**src/pia_pkg.sv**
```systemverilog
// Package of register map, bit positions and reset values for the adapter
package pia_pkg;
	// Register byte offsets; each side has a stride of three words
	localparam logic [4:0] OFS_DATA = 5'h00;
	localparam logic [4:0] OFS_DIR = 5'h04;
	localparam logic [4:0] OFS_CTL = 5'h08;
	localparam logic [4:0] SIDE_STRIDE = 5'h0C;
	localparam int ADDR_W = 5;
	localparam int PORT_W = 8;
	// Control register fields
	localparam int CB_IN1_EN = 0;
	localparam int CB_IN1_POL = 1;
	localparam int CB_L2_EN = 3;
	localparam int CB_L2_POL = 4;
	localparam int CB_L2_OUT = 5;
	localparam int CB_FLAG2 = 6;
	localparam int CB_FLAG1 = 7;
	localparam int CTL_WR_W = 6;
	// Line 2 output mode codes in control bits 5..3
	localparam logic [2:0] L2_HANDSHAKE = 3'h4;
	localparam logic [2:0] L2_PULSE = 3'h5;
	// Synchroniser layout: port A, port B, first lines, second lines
	localparam int SY_W = 20;
	localparam int SY_PB = 8;
	localparam int SY_IN1 = 16;
	localparam int SY_LN2 = 18;
	// Reset values
	localparam logic [7:0] RST_CTL = 8'h00;
	localparam logic [7:0] RST_PORT = 8'h00;
	localparam logic RST_LN2 = 1'b1;
	localparam logic [31:0] RST_RDATA = 32'h0000_0000;

	// Byte address of one register of one side
	function automatic logic [4:0] pia_addr(input logic side,
		input logic [4:0] ofs);
		pia_addr = (side ? SIDE_STRIDE : 5'h00) + ofs;
	endfunction : pia_addr

	// Qualified input edge in the selected direction
	function automatic logic pia_edge(input logic rise_sel,
		input logic old_v, input logic new_v);
		pia_edge = (old_v != new_v) && (new_v == rise_sel);
	endfunction : pia_edge
endpackage : pia_pkg

```
**src/pia_ctrl.sv**
```systemverilog
// Peripheral adapter core: two ports, control lines, Avalon-MM registers
//
// Behaviour
// - Two independent 8-bit bidirectional ports, side A and side B.
// - Every port line is set to input or output by software.
// - Four control lines, two per side, for interrupts or handshakes.
// - Active first-line edge sets control bit 7, whatever bit 0 is.
// - Bit 0 high: interrupt low while bit 7 set; bit 0 low: bit 7 does not drive it.
// - Bit 5 low: second line is input; bit 4 picks its edge.
// - In input mode an active second-line edge sets bit 6.
// - Input mode with bit 3 high: interrupt low while bit 6 set.
// - Side A mode 100: line high on first-line edge, low on A read.
// - Side A mode 101: line pulses low one cycle after A read.
// - Side B mode 100: line low on B write, high on first-line edge.
// - Bits 5,4 both high: line level follows control bit 3.
`timescale 1ns/1ns
module pia_ctrl
	import pia_pkg::*;
(
	input wire logic core_clk,
	input wire logic rst_n,
	input wire logic [4:0] avs_address,
	input wire logic avs_read,
	input wire logic avs_write,
	input wire logic [31:0] avs_writedata,
	input wire logic [3:0] avs_byteenable,
	output logic [31:0] avs_readdata,
	output logic avs_waitrequest,
	input wire logic [7:0] port_side_a_in,
	output logic [7:0] port_side_a_out,
	output logic [7:0] port_side_a_oe,
	input wire logic [7:0] port_side_b_in,
	output logic [7:0] port_side_b_out,
	output logic [7:0] port_side_b_oe,
	input wire logic side_a_ctl_in1,
	input wire logic side_b_ctl_in1,
	input wire logic side_a_ctl_line2_in,
	output logic side_a_ctl_line2_out,
	output logic side_a_ctl_line2_oe,
	input wire logic side_b_ctl_line2_in,
	output logic side_b_ctl_line2_out,
	output logic side_b_ctl_line2_oe,
	output logic side_a_int_n,
	output logic side_b_int_n
);

	logic [SY_W-1:0] sy1_reg, sy2_reg, sy3_reg, stab_reg;
	logic [SY_W-1:0] stab_next;
	logic ack_reg, ack_next;
	logic [31:0] rdata_reg, rdata_next;
	logic [7:0] ctl_reg [2];
	logic [7:0] ctl_next [2];
	logic [7:0] data_reg [2];
	logic [7:0] data_next [2];
	logic [7:0] dir_reg [2];
	logic [7:0] dir_next [2];
	logic [1:0] ln2_reg, ln2_next;
	logic [1:0] int_n_reg, int_n_next;
	logic [1:0] e1, e2, rd_data, wr_data;
	logic [7:0] pin_val [2];
	logic wr_go, rd_go, wr_lo;

	// Pin synchronisers; a change counts once stages two and three agree
	always_comb begin
		stab_next = (sy3_reg & ~(sy2_reg ^ sy3_reg)) |
			(stab_reg & (sy2_reg ^ sy3_reg));
	end

	always_ff @(posedge core_clk or negedge rst_n) begin
		if (!rst_n) begin
			sy1_reg <= '0;
			sy2_reg <= '0;
			sy3_reg <= '0;
			stab_reg <= '0;
		end else begin
			sy1_reg <= {side_b_ctl_line2_in, side_a_ctl_line2_in,
				side_b_ctl_in1, side_a_ctl_in1,
				port_side_b_in, port_side_a_in};
			sy2_reg <= sy1_reg;
			sy3_reg <= sy2_reg;
			stab_reg <= stab_next;
		end
	end

	assign pin_val[0] = stab_reg[PORT_W-1:0];
	assign pin_val[1] = stab_reg[SY_PB+PORT_W-1:SY_PB];

	// Avalon slave: one wait cycle, then the access completes
	assign avs_waitrequest = (avs_read | avs_write) & ~ack_reg;
	assign wr_go = avs_write & ack_reg;
	assign rd_go = avs_read & ack_reg;
	assign wr_lo = wr_go & avs_byteenable[0];

	always_comb begin
		ack_next = (avs_read | avs_write) & ~ack_reg;
		rdata_next = rdata_reg;
		if (avs_read && !ack_reg) begin
			rdata_next = RST_RDATA; // unmapped reads as zero
			for (int s = 0; s < 2; s++) begin
				if (avs_address == pia_addr(s[0], OFS_DATA))
					rdata_next[7:0] = (data_reg[s] & dir_reg[s]) |
						(pin_val[s] & ~dir_reg[s]);
				if (avs_address == pia_addr(s[0], OFS_DIR))
					rdata_next[7:0] = dir_reg[s];
				if (avs_address == pia_addr(s[0], OFS_CTL))
					rdata_next[7:0] = ctl_reg[s];
			end
		end
	end

	always_ff @(posedge core_clk or negedge rst_n) begin
		if (!rst_n) begin
			ack_reg <= 1'b0;
			rdata_reg <= RST_RDATA;
		end else begin
			ack_reg <= ack_next;
			rdata_reg <= rdata_next;
		end
	end

	assign avs_readdata = rdata_reg;

	// Per-side flags, ports, second-line output and interrupt
	always_comb begin
		for (int s = 0; s < 2; s++) begin
			ctl_next[s] = ctl_reg[s];
			data_next[s] = data_reg[s];
			dir_next[s] = dir_reg[s];
			ln2_next[s] = ln2_reg[s];
			e1[s] = pia_edge(ctl_reg[s][CB_IN1_POL],
				stab_reg[SY_IN1+s], stab_next[SY_IN1+s]);
			e2[s] = ~ctl_reg[s][CB_L2_OUT] &
				pia_edge(ctl_reg[s][CB_L2_POL],
				stab_reg[SY_LN2+s], stab_next[SY_LN2+s]);
			rd_data[s] = rd_go &&
				avs_address == pia_addr(s[0], OFS_DATA);
			wr_data[s] = wr_lo &&
				avs_address == pia_addr(s[0], OFS_DATA);
			if (wr_data[s])
				data_next[s] = avs_writedata[7:0];
			if (wr_lo && avs_address == pia_addr(s[0], OFS_DIR))
				dir_next[s] = avs_writedata[7:0];
			if (wr_lo && avs_address == pia_addr(s[0], OFS_CTL))
				ctl_next[s][CTL_WR_W-1:0] =
					avs_writedata[CTL_WR_W-1:0];
			// Set wins over the clear by a data read
			ctl_next[s][CB_FLAG1] = e1[s] |
				(ctl_reg[s][CB_FLAG1] & ~rd_data[s]);
			ctl_next[s][CB_FLAG2] = e2[s] |
				(ctl_reg[s][CB_FLAG2] & ~rd_data[s]);
			unique casez (ctl_reg[s][CB_L2_OUT:CB_L2_EN])
				3'b0??: ln2_next[s] = RST_LN2;
				L2_HANDSHAKE: begin
					if (e1[s])
						ln2_next[s] = 1'b1;
					else if (s == 0 ? rd_data[s] : wr_data[s])
						ln2_next[s] = 1'b0;
				end
				L2_PULSE: begin
					ln2_next[s] = ~(s == 0 ? rd_data[s] : wr_data[s]);
				end
				3'b11?: ln2_next[s] = ctl_reg[s][CB_L2_EN];
			endcase
			int_n_next[s] = ~((ctl_reg[s][CB_FLAG1] &
				ctl_reg[s][CB_IN1_EN]) |
				(ctl_reg[s][CB_FLAG2] & ctl_reg[s][CB_L2_EN] &
				~ctl_reg[s][CB_L2_OUT]));
		end
	end

	always_ff @(posedge core_clk or negedge rst_n) begin
		if (!rst_n) begin
			for (int s = 0; s < 2; s++) begin
				ctl_reg[s] <= RST_CTL;
				data_reg[s] <= RST_PORT;
				dir_reg[s] <= RST_PORT;
			end
			ln2_reg <= {2{RST_LN2}};
			int_n_reg <= 2'b11;
		end else begin
			for (int s = 0; s < 2; s++) begin
				ctl_reg[s] <= ctl_next[s];
				data_reg[s] <= data_next[s];
				dir_reg[s] <= dir_next[s];
			end
			ln2_reg <= ln2_next;
			int_n_reg <= int_n_next;
		end
	end

	// Pin drivers
	assign port_side_a_out = data_reg[0];
	assign port_side_a_oe = dir_reg[0];
	assign port_side_b_out = data_reg[1];
	assign port_side_b_oe = dir_reg[1];
	assign side_a_ctl_line2_out = ln2_reg[0];
	assign side_b_ctl_line2_out = ln2_reg[1];
	assign side_a_ctl_line2_oe = ctl_reg[0][CB_L2_OUT];
	assign side_b_ctl_line2_oe = ctl_reg[1][CB_L2_OUT];
	assign side_a_int_n = int_n_reg[0];
	assign side_b_int_n = int_n_reg[1];
endmodule : pia_ctrl

```
**config.mk**
```make
export PLATFORM = sky130hd
export DESIGN_NAME = pia_ctrl
export DESIGN_NICKNAME = d
export VERILOG_FILES = /design/src/pia_pkg.sv /design/src/pia_ctrl.sv
export SDC_FILE = /design/constraint.sdc
export NUM_CORES = 1
export LEC_CHECK = 0
export BUFFER_PORTS_ARGS = -buffer_cell sky130_fd_sc_hd__buf_2
export CORE_UTILIZATION = 42
export CTS_CLUSTER_SIZE = 10
export DETAILED_ROUTE_END_ITERATION = 7
export GPL_ROUTABILITY_DRIVEN = 0
export PLACE_DENSITY = 0.73
export SYNTH_ARGS = -nofsm -noshare
export SYNTH_HDL_FRONTEND = slang
export SYNTH_SLANG_ARGS = --single-unit
```
**constraint.sdc**
```tcl
create_clock -name core_clk -period 2.31 [get_ports core_clk]
set_input_delay 0.231 -clock core_clk [delete_from_list [all_inputs] [get_ports core_clk]]
set_output_delay 0.231 -clock core_clk [all_outputs]
set_load 0.05 [all_outputs]
```
Word-level counts from Yosys, hierarchy flattened. Index checks and enable logic that the tools add are counted.

Register bits: 141. Input port bits: 65. Output and inout bits: 71. Word-level logic and storage cells: 109.

Equal/unequal tests: 21. Muxes and demuxes: 12. Bitwise operators: 44. Reductions and logical operators: 15.

Operators with widths (count): two-way mux 8 bit (6); bitwise AND 20 bit (2); bitwise AND 8 bit (4); inverter 20 bit (1); bitwise OR 20 bit (1); XOR 20 bit (1); bitwise AND 1 bit (16); inverter 8 bit (2); bitwise OR 8 bit (2); logical AND 1 bit (13); equality test 3 bit, second input constant (4); equality test 5 x 4 -> 1 bit, second input constant (2); equality test 5 bit, second input constant (2); inverter 1 bit (8); case mux 1 bit (4 select lines) (2); bitwise OR 1 bit (7); inequality test 3 bit, second input constant (2); equality test 5 x 3 -> 1 bit, second input constant (1); zero test 5 bit (1); equality test 1 bit (4); equality test 2 bit, second input constant (2); two-way mux 1 bit (4); inequality test 1 bit (4); zero test 1 bit (1).

Depth between registers and ports, before layout. Gate-level depths: netlist of the first run.

Word-level depth: 9. Depth in mapped cells: 6. Depth with buffers taken out: 4.

Worst setup path after synthesis of the first run. No wires, ideal clock.

Kind: input to register. Start: in avs_address[4]. End: reg dir_reg (netlist bit port_side_a_oe[0]). Library setup time: 0.125 ns. Arrival: 1.663 ns. Required time: 2.185 ns. Slack: 0.523 ns. Stages: 5. Path buffers: 1. Cell sequence: or3_1 > buf_6 > or2_4 > nor2_2 > mux2_2.

Longest elaborated chain between the ends: 2.

RTL lines: start: declaration (line pia_ctrl.sv:22) `input wire logic [4:0] avs_address,`; equality test 5 x 3 -> 1 bit (line pia_ctrl.sv:141) `if (wr_lo && avs_address == pia_addr(s[0], OFS_DIR))`; logical AND 1 bit (line pia_ctrl.sv:141); end signal: indexed assignment (line pia_ctrl.sv:184) `dir_reg[s] <= dir_next[s];`; end: declaration (line pia_ctrl.sv:55) `logic [7:0] dir_reg [2];`.

Every way passes these cells. A chain may end at the register's enable or synchronous reset.

Final worst setup path of the first run.
Start: reg ack_reg. End: reg data_reg (netlist bit port_side_a_out[7]).

Longest elaborated chain between the ends: 3.

RTL lines: start: declaration (line pia_ctrl.sv:49) `logic ack_reg, ack_next;`; start signal: assignment (line pia_ctrl.sv:116) `ack_reg <= ack_next;`; bitwise AND 1 bit (line pia_ctrl.sv:90) `assign wr_go = avs_write & ack_reg;`; bitwise AND 1 bit (line pia_ctrl.sv:92) `assign wr_lo = wr_go & avs_byteenable[0];`; logical AND 1 bit (line pia_ctrl.sv:137) `wr_data[s] = wr_lo &&`; end signal: indexed assignment (line pia_ctrl.sv:183) `data_reg[s] <= data_next[s];`; end: declaration (line pia_ctrl.sv:53) `logic [7:0] data_reg [2];`.

Every way passes these cells.

==> impl_metrics.ini, run 1 <==
[status]
outcome = finished, final reports clean

[pwr]
cellInternalPower_mw = 4.65
vdd_ir_drop_max_mv = 0.468
leakage_nw = 3.18
p_clk_share_pct = 42.7
power.switching_mw = 1.77
post-layout-total-power_mw = 6.41
power.share.sequential_pct = 43.6
power_frac_comb_pct = 13.6
power-per-cell-area_nw_per_um2 = 930
power_switching_share_pct = 27.5

[sta]
unrepaired_setup_endpoints_after_global_routing = no
timing.final.crit_share_pct = 76.1
slew_violations = 0
final_hold_viol_count = 0
finalSetupViolations = 0
finalClockSkew_ns = 0.00460
fin_crit_ns = 1.76
maxClockFrequency_mhz = 568
timing.final.ws_setup_ns = 0.551
fin_tns_setup_ns = 0

[critical_path]
regToRegSetupSlack_ns = 0.55
r2r_start = ack_reg$_DFF_PN0_
crit_type = reg2reg
critical_path.n_buffers_inverters = 1
crit_path_start_kind = register
worst_setup_path_end_kind = register
cp-startpoint = ack_reg$_DFF_PN0_
crit_path_cell_trace = nand3_1 -> or2_4 -> nor3_4 -> buf_12 -> mux2_2
worstRegToRegCells = 5
worstPathMaxFanout = 6
cp.arrival_ns = 2.06
cp.required_ns = 2.61
reg2reg_to = port_side_a_out[7]$_DFFE_PN0P_
worst_path_max_delay_cell = sky130_fd_sc_hd__dfrtp_1
crit_path_max_incr_delay_ns = 0.42
crit_family = simple AND/OR/NAND/NOR gates

[cts]
htreeDepth = 4
number_of_cts_inserted_buffers = 17
cts_buffer_depth = 2
root_buffer = sky130_fd_sc_hd__clkbuf_16
cts_sinks = 141
worst_skew_pair.late_latency_ns = 0.41
tritoncts = yes
cts_post_setup_buffers_inserted = 0
cts.clk_slew.worst_paths_ns = 0.06

[placement]
dp_hpwl_um = 8070
preCtsSetupSlack_ns = 0.361
io_buffers = 84

[yosys]
post_synth_instance_area_um2 = 5410
yosysWarnings = 0
synth_cell_types = 46
synth.top_cells.by_area = sky130_fd_sc_hd__dfrtp_1, sky130_fd_sc_hd__mux2_2, sky130_fd_sc_hd__maj3_1, sky130_fd_sc_hd__buf_4, sky130_fd_sc_hd__dfstp_2
synth_seq_cells = 141
synth_edf_count = 0
syn_avg_cell_area_um2 = 14.1
netlist.top_cell.by_area = sky130_fd_sc_hd__dfrtp_1
synthTopCellsByCount = sky130_fd_sc_hd__dfrtp_1, sky130_fd_sc_hd__mux2_2, sky130_fd_sc_hd__buf_4, sky130_fd_sc_hd__nor2_1, sky130_fd_sc_hd__maj3_1
synthArstFlopShare_pct = 100
synth_largest_type_area_fraction_pct = 63.4
yosys.cell_count.top_type = sky130_fd_sc_hd__dfrtp_1
synthCells = 384
synth_ff_type = sky130_fd_sc_hd__dfrtp_1
yosysSeqAreaShare_pct = 65.4

[worst_hold_path]
min_delay_worst_endpoint = ack_reg$_DFF_PN0_
min_delay_path_depth = 3
timing.hold.worst.class = in2reg
min_from = avs_write

[grt]
first_global_vias = 3477
overall_overflow_remaining_after_global_route = 0
largest_net_degree_at_the_start_of_global_routing = 63
wire_length_of_the_first_global_routing_pass_um = 18400
globalRouteTotalUtil_pct = 18.7
grt_antenna_before_repair = 0

[finish]
antenna-diode-count = 0
area_delta_synth_final_pct = 27.6
drive_gt1_share_pct = 37.9
final_nets = 582

[floorplan]
core_region_um2 = 12600
pin_count = 136
floorplan.die_area_um2 = 13300
std_cell_rows = 41
die-height_um = 115
initial_utilization_pct = 43.0
die_w_um = 115

[job]
max-cap-violations = 0

[route]
routed_wire_length_per_instance_um = 16.1
route.vias.total = 3460
route.final.wire_length_um = 11300
vias_per_cell = 4.93
drt-initial-drc-count = 166
number_of_search_and_repair_iterations_in_the_first_detailed_routing_pass = 4
count_of_unresolved_drc_violations_after_routing = 0
ant_nets = 0
==> power groups by stage <==
stage | clock network, mW | logic, mW | registers, mW
detailed placement | 0 | 0.853 | 2.84
global placement | 0 | 0.844 | 2.83
CTS | 2.80 | 0.883 | 2.80
floorplan | 0 | 0.348 | 3.09
finish | 2.74 | 0.875 | 2.80
global route | 2.90 | 0.936 | 2.82
==> worst register-to-register path, delay by kind of cell (launching register included) <==
family	cells	cell delay [ns]
flops	1	0.42
simple gates	3	0.73
mux	1	0.33
buf+inv	1	0.16
==> layer usage <==
| metal | part of all wire, % | wire length [um] | global-route usage [%] | vias to the layer above |
|---|---|---|---|---|
| met1 | 45 | 5040 | 24.5 | 1744 |
| met4 | 2.5 | 282 | 10.0 | 0 |
| met3 | 5.9 | 669 | 5.86 | 18 |
| li1 | - | - | - | 1607 |
| met5 | 0 | 0 | 0 | - |
| met2 | 47 | 5290 | 28.0 | 91 |
==> per-stage QoR <==
step,instances,cell area [um2],hold WS [ns],utilization (%)
after global routing,702,6900,0.113,54.9
after global placement,649,6080,0.120,48.4
after floorplan,407,5490,-0.0646,-
after CTS,702,6900,0.0756,54.9
after detailed placement,649,6080,0.123,48.4
final,702,6900,0.0890,54.9
==> worst max-delay path by stage <==
stage,endpoint,slack (ns),cells after the start
after floorplan,port_side_a_oe[0]$_DFFE_PN0P_,0.52,5
after global placement,port_side_b_out[4]$_DFFE_PN0P_,0.35,6
after detailed placement,port_side_b_out[5]$_DFFE_PN0P_,0.36,6
after CTS,port_side_a_out[7]$_DFFE_PN0P_,0.54,5
after global routing,port_side_a_out[7]$_DFFE_PN0P_,0.46,5
final,port_side_a_out[7]$_DFFE_PN0P_,0.55,5
==> layout make-up <==
cell class / count / area [um2]
clock buffer: 18 / 439
clock inverter: 14 / 170
fill: 1034 / 5670
inverter: 3 / 11.3
multi-input combinational: 230 / 1720
sequential: 141 / 3530
tap: 172 / 215
timing repair buffer: 124 / 805
==> kinds of logic after synthesis <==
| logic type | after synthesis | synth area share (%) |
|---|---|---|
| AO/OA/AOI/OAI | 54 | 6.85 |
| adder cells (fa/ha/maj) | 20 | 3.70 |
| buffers and inverters | 36 | 4.33 |
| flip-flops | 141 | 65.4 |
| multiplexers | 53 | 10.9 |
| other | 1 | 0.0694 |
| AND/OR/NAND/NOR | 79 | 8.75 |
==> cells in the final DEF (no fill, tap or decap), types with 3 or more instances in the layout <==
cell type,netlist,layout
sky130_fd_sc_hd__buf_2,1,83
sky130_fd_sc_hd__a31oi_1,12,12
sky130_fd_sc_hd__mux2i_1,5,5
sky130_fd_sc_hd__dfrtp_1,137,137
sky130_fd_sc_hd__nand2_1,13,13
sky130_fd_sc_hd__buf_4,24,17
sky130_fd_sc_hd__o21ai_0,11,11
sky130_fd_sc_hd__conb_1,1,24
sky130_fd_sc_hd__dlygate4sd3_1,0,21
sky130_fd_sc_hd__clkinv_4,0,4
sky130_fd_sc_hd__clkinvlp_4,0,4
sky130_fd_sc_hd__o2bb2ai_1,3,3
sky130_fd_sc_hd__or3b_2,3,3
sky130_fd_sc_hd__dfstp_2,4,4
sky130_fd_sc_hd__nor2_1,23,23
sky130_fd_sc_hd__nor2b_1,6,6
sky130_fd_sc_hd__clkinv_2,0,3
sky130_fd_sc_hd__nand2b_1,9,9
sky130_fd_sc_hd__maj3_1,20,20
sky130_fd_sc_hd__o221ai_1,4,4
sky130_fd_sc_hd__clkbuf_16,0,17
sky130_fd_sc_hd__a211oi_1,8,8
sky130_fd_sc_hd__a21oi_1,5,5
sky130_fd_sc_hd__nor4b_1,7,7
sky130_fd_sc_hd__inv_1,3,3
sky130_fd_sc_hd__mux2_2,48,48
sky130_fd_sc_hd__bufinv_16,0,3
==> timing repair <==
item | 4_1_cts | 5_1_grt
hold buffers | 21 | 0
setup endpoints to repair | 0 | 0
endpoints found under the hold margin | 47 | 0
gates resized for setup | 0 | 0
Note: power is estimated with default switching activity, not from simulation.
==> inputs of run 2 (changes only) <==
--- a/config.mk
+++ b/config.mk
@@ -5,6 +5,7 @@
 export SDC_FILE = /design/constraint.sdc
 export NUM_CORES = 1
 export LEC_CHECK = 0
+export ABC_AREA = 1
 export BUFFER_PORTS_ARGS = -buffer_cell sky130_fd_sc_hd__buf_2
 export CORE_UTILIZATION = 42
 export CTS_CLUSTER_SIZE = 10
==> constraint.sdc (replaced) <==
create_clock -name core_clk -period 1.7 [get_ports core_clk]
set_input_delay 0.17 -clock core_clk [delete_from_list [all_inputs] [get_ports core_clk]]
set_output_delay 0.17 -clock core_clk [all_outputs]
set_load 0.05 [all_outputs]
==> run 2 against run 1 <==
Final area is 1.4% higher. Sequential power up 35%. Critical path depth unchanged. Clock power up 30%. Routed wire length increased by 8.4%. Setup slack worse by 0.41 ns. Count of clock-buffer cells in the layout increased by 2. First-iteration DRC count increased by 90%. Clock skew barely moved. Critical path type unchanged.
==> impl_metrics.ini, run 2 <==
[grt]
first_global_vias = 3819
grt_antenna_before_repair = 0
met3_use_gr_pct = 5.96
global_route.usage.met2_pct = 29.2
globalRouteTotalUtil_pct = 19.0
grt_busiest_layer = met2
wire_length_of_the_first_global_routing_pass_um = 20000
grt_met1_use_pct = 25.4
overall_overflow_remaining_after_global_route = 0
largest_net_degree_at_the_start_of_global_routing = 47

[critical_path]
cp-startpoint = ack_reg$_DFF_PN0_
crit_path_max_incr_delay_ns = 0.39
cp_common_cell = sky130_fd_sc_hd__nand2_1
worst_setup_path_end_kind = register
worstRegToRegCells = 5
regToRegSetupSlack_ns = 0.14
reg2reg_to = port_side_a_oe[7]$_DFFE_PN0P_
worstPathMaxFanout = 16
worst_path_max_delay_cell = sky130_fd_sc_hd__dfrtp_1
crit_path_start_kind = register
critical_path_destination = port_side_a_oe[7]$_DFFE_PN0P_
crit_path_cell_trace = nand2_1 -> nor2_4 -> nand3_2 -> nand2_1 -> o21ai_2
cp.arrival_ns = 1.85
crit_type = reg2reg
r2r_start = ack_reg$_DFF_PN0_
cp.required_ns = 1.99

[finish]
drive_gt1_share_pct = 26.1
final_nets = 707
layout.cells.most_common = sky130_fd_sc_hd__dfrtp_1
nFillCells = 1188
antenna-diode-count = 0
layout_common_cells = sky130_fd_sc_hd__dfrtp_1, sky130_fd_sc_hd__nand2_1, sky130_fd_sc_hd__buf_2, sky130_fd_sc_hd__inv_1, sky130_fd_sc_hd__o21ai_0
area_delta_synth_final_pct = 23.9

[yosys]
synth_ff_type = sky130_fd_sc_hd__dfrtp_1
netlist.top_cell.by_area = sky130_fd_sc_hd__dfrtp_1
yosys.cell_count.top_type = sky130_fd_sc_hd__dfrtp_1
synth_largest_type_area_fraction_pct = 60.7
yosysSeqAreaShare_pct = 62.6
synthTopCellsByCount = sky130_fd_sc_hd__dfrtp_1, sky130_fd_sc_hd__nand2_1, sky130_fd_sc_hd__inv_1, sky130_fd_sc_hd__o21ai_0, sky130_fd_sc_hd__buf_4
synth.top_cells.by_area = sky130_fd_sc_hd__dfrtp_1, sky130_fd_sc_hd__nand2_1, sky130_fd_sc_hd__o21ai_2, sky130_fd_sc_hd__buf_4, sky130_fd_sc_hd__o21ai_0
synthCells = 520
yosysWarnings = 0
synthArstFlopShare_pct = 100
synth_seq_cells = 141
synth_cell_types = 28
syn_avg_cell_area_um2 = 10.9
synth_edf_count = 0
post_synth_instance_area_um2 = 5650

[sta]
timing.final.crit_share_pct = 91.8
final_hold_viol_count = 0
finalSetupViolations = 0
maxClockFrequency_mhz = 641
timing.slew.headroom_pct = 64.6
tightest_slew_ns = 0.529
hold_slack_ns = 0.0946
fin_crit_ns = 1.56
finalClockSkew_ns = 0.00486
unrepaired_setup_endpoints_after_global_routing = no
fin_tns_setup_ns = 0
slew_violations = 0

[placement]
io_buffers = 84
dp_hpwl_um = 8600

[cts]
tritoncts = yes
root_buffer = sky130_fd_sc_hd__clkbuf_16
htreeDepth = 4
cts_sinks = 141
ctsResizeCount = 0
cts_buffer_depth = 2
number_of_cts_inserted_buffers = 17
cts.clk_slew.worst_paths_ns = 0.06
worst_skew_pair.late_latency_ns = 0.42
cts_post_setup_buffers_inserted = 0

[route]
route.vias.total = 4004
number_of_search_and_repair_iterations_in_the_first_detailed_routing_pass = 5
ant_nets = 0
route.final.wire_length_um = 12200
vias_per_cell = 4.82
drt-initial-drc-count = 315
count_of_unresolved_drc_violations_after_routing = 0
routed_wire_length_per_instance_um = 14.7

[pwr]
vdd_ir_drop_max_mv = 0.735
leakage_nw = 3.54
power-per-cell-area_nw_per_um2 = 1210

[worst_hold_path]
timing.hold.worst.class = in2reg

[floorplan]
std_cell_rows = 42
die_w_um = 118
floorplan.die_area_um2 = 13900
die-height_um = 118
core_region_um2 = 13200
pin_count = 136
initial_utilization_pct = 42.8

[job]
max-cap-violations = 0

[status]
outcome = finished, final reports clean
run 2: final cells by class:
type                            instances  area [um2]  share of cell area [%]
Clock inverter                         11         119                    1.70
Timing Repair Buffer                  112         714                    10.2
Sequential cell                       141        3530                    50.5
Tap cell                              176         220                    3.15
Clock buffer                           20         457                    6.53
Multi-Input combinational cell        318        1750                    25.1
Inverter                               52         200                    2.86
run 2: cell families (layout without fill, tap and decap cells):
logic type                 Yosys count  in the layout  synth area share (%)
buffers and inverters               84            195                  7.93
adders and majority gates           16             16                  2.84
muxes                                8              8                  1.42
DFF                                141            141                  62.6
and+or+nand+nor                    175            175                  14.9
other                                1             24                0.0664
AOI/OAI and AO/OA                   95             95                  10.3
run 2: critical path, delay by kind of cell, from the launching register on:
kind             cells  cell delay, ns
AO/OA/AOI/OAI        1            0.08
AND/OR/NAND/NOR      4            0.96
flip-flops           1            0.39
run 2: what timing repair did:
action / CTS / global route
endpoints found under the hold margin: 59 / 0
setup endpoints to repair: 0 / 0
hold buffers: 21 / 0
run 2: worst min path at each step:
stage / from / slack [ns] / depth (start not counted) / endpoint
2_1_floorplan: rst_n / -0.13 / 0 / async pin
3_3_place_gp: rst_n / 0.12 / 1 / sy1_reg[12]$_DFF_PN0_
3_5_place_dp: rst_n / 0.13 / 1 / sy1_reg[12]$_DFF_PN0_
4_1_cts: avs_writedata[6] / 0.07 / 3 / port_side_b_out[6]$_DFFE_PN0P_
5_1_grt: avs_write / 0.11 / 3 / ack_reg$_DFF_PN0_
6_report: avs_writedata[6] / 0.09 / 3 / port_side_b_out[6]$_DFFE_PN0P_
run 2: routing by layer:
| metal | vias up | wire length (um) |
|---|---|---|
| met4 | 0 | 219 |
| met2 | 149 | 5890 |
| met1 | 1940 | 5290 |
| li1 | 1892 | - |
| met5 | - | 0 |
| met3 | 23 | 833 |
run 2: power breakdown:
part | internal, mW | leakage, nW | switching [mW] | total [mW]
clock network | 2.21 | 0.274 | 1.35 | 3.56
registers | 3.60 | 1.73 | 0.170 | 3.77
logic | 0.299 | 1.54 | 0.830 | 1.13
total | 6.11 | 3.54 | 2.35 | 8.46
run 2: metrics by stage:
| step | worst slack, ns | power (mW) | instance area, um2 | utilization (%) | instances |
|---|---|---|---|---|---|
| 6_report | 0.140 | 8.46 | 7000 | 53.0 | 830 |
| 5_1_grt | 0.0349 | 8.80 | 7000 | 53.0 | 830 |
| 4_1_cts | 0.129 | 8.55 | 7000 | 53.0 | 830 |
| 3_5_place_dp | 0.164 | 4.92 | 6210 | 47.1 | 778 |
| 3_3_place_gp | 0.263 | 4.89 | 6210 | 47.1 | 778 |
| 2_1_floorplan | 0.302 | 4.60 | 5730 | - | 543 |
==> inputs of run 3 (changes only) <==
--- a/config.mk
+++ b/config.mk
@@ -7,11 +7,13 @@
 export LEC_CHECK = 0
 export ABC_AREA = 1
 export BUFFER_PORTS_ARGS = -buffer_cell sky130_fd_sc_hd__buf_2
-export CORE_UTILIZATION = 42
+export CELL_PAD_IN_SITES_DETAIL_PLACEMENT = 0
+export CELL_PAD_IN_SITES_GLOBAL_PLACEMENT = 1
+export CORE_UTILIZATION = 41
 export CTS_CLUSTER_SIZE = 10
 export DETAILED_ROUTE_END_ITERATION = 7
 export GPL_ROUTABILITY_DRIVEN = 0
-export PLACE_DENSITY = 0.73
+export PLACE_DENSITY = 0.87
 export SYNTH_ARGS = -nofsm -noshare
 export SYNTH_HDL_FRONTEND = slang
 export SYNTH_SLANG_ARGS = --single-unit
==> constraint.sdc (replaced) <==
create_clock -name core_clk -period 1.7 [get_ports core_clk]
set_input_delay 0.085 -clock core_clk [delete_from_list [all_inputs] [get_ports core_clk]]
set_output_delay 0.085 -clock core_clk [all_outputs]
set_load 0.05 [all_outputs]
==> run 3 against run 2 <==
Count of clock-buffer cells in the layout increased by 3. Setup slack improved by 0.037 ns. Non-clock buffer count decreased by 1. Sequential power about the same. First-iteration DRC count decreased by 7.9%. Final area increased by 0.70%. Hold slack got worse by 0.039 ns. Critical path type unchanged.
==> impl_metrics.ini, run 3 (synthesis gave the netlist of run 2 again) <==
[cts]
htreeDepth = 4
cts_post_setup_buffers_inserted = 0
cts_buffer_depth = 2
tritoncts = yes
root_buffer = sky130_fd_sc_hd__clkbuf_16
cts_sinks = 141
ctsResizeCount = 0
worst_skew_pair.late_latency_ns = 0.42
cts.clk_slew.worst_paths_ns = 0.06
number_of_cts_inserted_buffers = 17

[sta]
fin_crit_ns = 1.52
timing.final.crit_share_pct = 89.6
final_hold_viol_count = 0
fin_tns_setup_ns = 0
maxClockFrequency_mhz = 656
tightest_slew_ns = 0.534
finalClockSkew_ns = 0.00935
slew_violations = 0
unrepaired_setup_endpoints_after_global_routing = no
timing.slew.headroom_pct = 64.3
finalSetupViolations = 0

[route]
route.final.wire_length_um = 12000
route.top_layer_used = met4
detailroute.wirelength.met2_um = 5580
routed_wire_length_per_instance_um = 14.4
wirelength_met1_um = 5340
number_of_search_and_repair_iterations_in_the_first_detailed_routing_pass = 5
vias_per_cell = 4.75
route.vias.total = 3936
count_of_unresolved_drc_violations_after_routing = 0
drt-initial-drc-count = 290
ant_nets = 0
met3WireLength_um = 885

[critical_path]
cp.required_ns = 2.00
cp.arrival_ns = 1.82
worstPathMaxFanout = 16
worst_setup_path_end_kind = register
crit_type = reg2reg
crit_path_start_kind = register

[grt]
grt_antenna_before_repair = 0
first_global_vias = 3866
wire_length_of_the_first_global_routing_pass_um = 19700
globalRouteTotalUtil_pct = 18.5
largest_net_degree_at_the_start_of_global_routing = 53
overall_overflow_remaining_after_global_route = 0

[floorplan]
pin_count = 136
die-height_um = 119
initial_utilization_pct = 42.3
std_cell_rows = 42
core_region_um2 = 13300
die_w_um = 119
floorplan.die_area_um2 = 14200

[pwr]
leakage_nw = 3.57
power-per-cell-area_nw_per_um2 = 1240
post-layout-total-power_mw = 8.74
vdd_ir_drop_max_mv = 0.948

[finish]
layout.cells.most_common = sky130_fd_sc_hd__dfrtp_1
area_delta_synth_final_pct = 24.7
final_nets = 706
layout_common_cells = sky130_fd_sc_hd__dfrtp_1, sky130_fd_sc_hd__nand2_1, sky130_fd_sc_hd__buf_2, sky130_fd_sc_hd__inv_1, sky130_fd_sc_hd__o21ai_0
drive_gt1_share_pct = 25.7
antenna-diode-count = 0

[placement]
io_buffers = 84
dp_hpwl_um = 8530

[worst_hold_path]
timing.hold.worst.class = in2reg

[job]
max-cap-violations = 0

[status]
outcome = finished, final reports clean
==> run 3: changes by cell type in the layout (fill, tap and decap cells not counted), sizes merged <==
| cell | before | now |
|---|---|---|
| buf | 91 | 88 |
| clkinvlp | 4 | 1 |
| inv | 52 | 54 |
| bufinv | 2 | 3 |
| clkinv | 5 | 2 |
| clkbuf | 20 | 23 |
| dlygate4sd3 | 21 | 23 |
==> run 3: path summary, 6_finish.rpt <==
check / start / endpoint / slack [ns] / cells past startpoint
worst min register to register: sy1_reg[0]$_DFF_PN0_ / sy2_reg[0]$_DFF_PN0_ / 0.34 / 0
max in group asynchronous: rst_n / sy1_reg[0]$_DFF_PN0_ / 0.97 / 3
min in group asynchronous: rst_n / async pin / 0.07 / 2
worst max register to register: ack_reg$_DFF_PN0_ / port_side_a_oe[2]$_DFFE_PN0P_ / 0.18 / 5
worst min-delay path: avs_read / ack_reg$_DFF_PN0_ / 0.06 / 3
worst max-delay path: ack_reg$_DFF_PN0_ / port_side_a_oe[2]$_DFFE_PN0P_ / 0.18 / 5
==> run 3: worst max-delay path, stage by stage, from the launching register on <==
cell,delay [ns]
sky130_fd_sc_hd__dfrtp_1,0.38
sky130_fd_sc_hd__nand2_1,0.10
sky130_fd_sc_hd__nor2_4,0.28
sky130_fd_sc_hd__nand3_2,0.38
sky130_fd_sc_hd__nand2_1,0.19
sky130_fd_sc_hd__o21ai_2,0.06
==> run 3: metal layers <==
| metal | up-vias | global-route usage (%) |
|---|---|---|
| met4 | 0 | 6.48 |
| met3 | 16 | 6.03 |
| li1 | 1901 | - |
| met2 | 127 | 28.0 |
| met5 | - | 0 |
| met1 | 1892 | 24.8 |
==> run 3: cell type report <==
| cell class | count | area (um2) |
|---|---|---|
| Fill cell | 1214 | 6300 |
| Tap cell | 176 | 220 |
| Multi-Input combinational cell | 318 | 1750 |
| Clock buffer | 23 | 498 |
| Inverter | 52 | 200 |
| Clock inverter | 8 | 129 |
| Sequential cell | 141 | 3530 |
| Timing Repair Buffer | 111 | 712 |
==> run 3: through the flow <==
step           cell area (um2)  hold WS [ns]  setup slack [ns]  cells  util, %
2_1_floorplan             5730        -0.211             0.302    543        -
3_3_place_gp              6190       -0.0662             0.237    775     46.4
3_5_place_dp              6190       -0.0655             0.176    775     46.4
4_1_cts                   7050        0.0267             0.176    829     52.8
5_1_grt                   7050        0.0639            0.0407    829     52.8
6_report                  7050        0.0561             0.177    829     52.8
==> run 3: timing repair <==
item / 4_1_cts / 5_1_grt
hold buffers: 23 / 0
endpoints found under the setup margin: 0 / 0
endpoints found under the hold margin: 162 / 0
==> run 3: report_power, final <==
group / switching, mW / total [mW] / internal [mW]
combinational: 0.823 / 1.12 / 0.298
sequential: 0.168 / 3.77 / 3.60
clock: 1.35 / 3.85 / 2.50
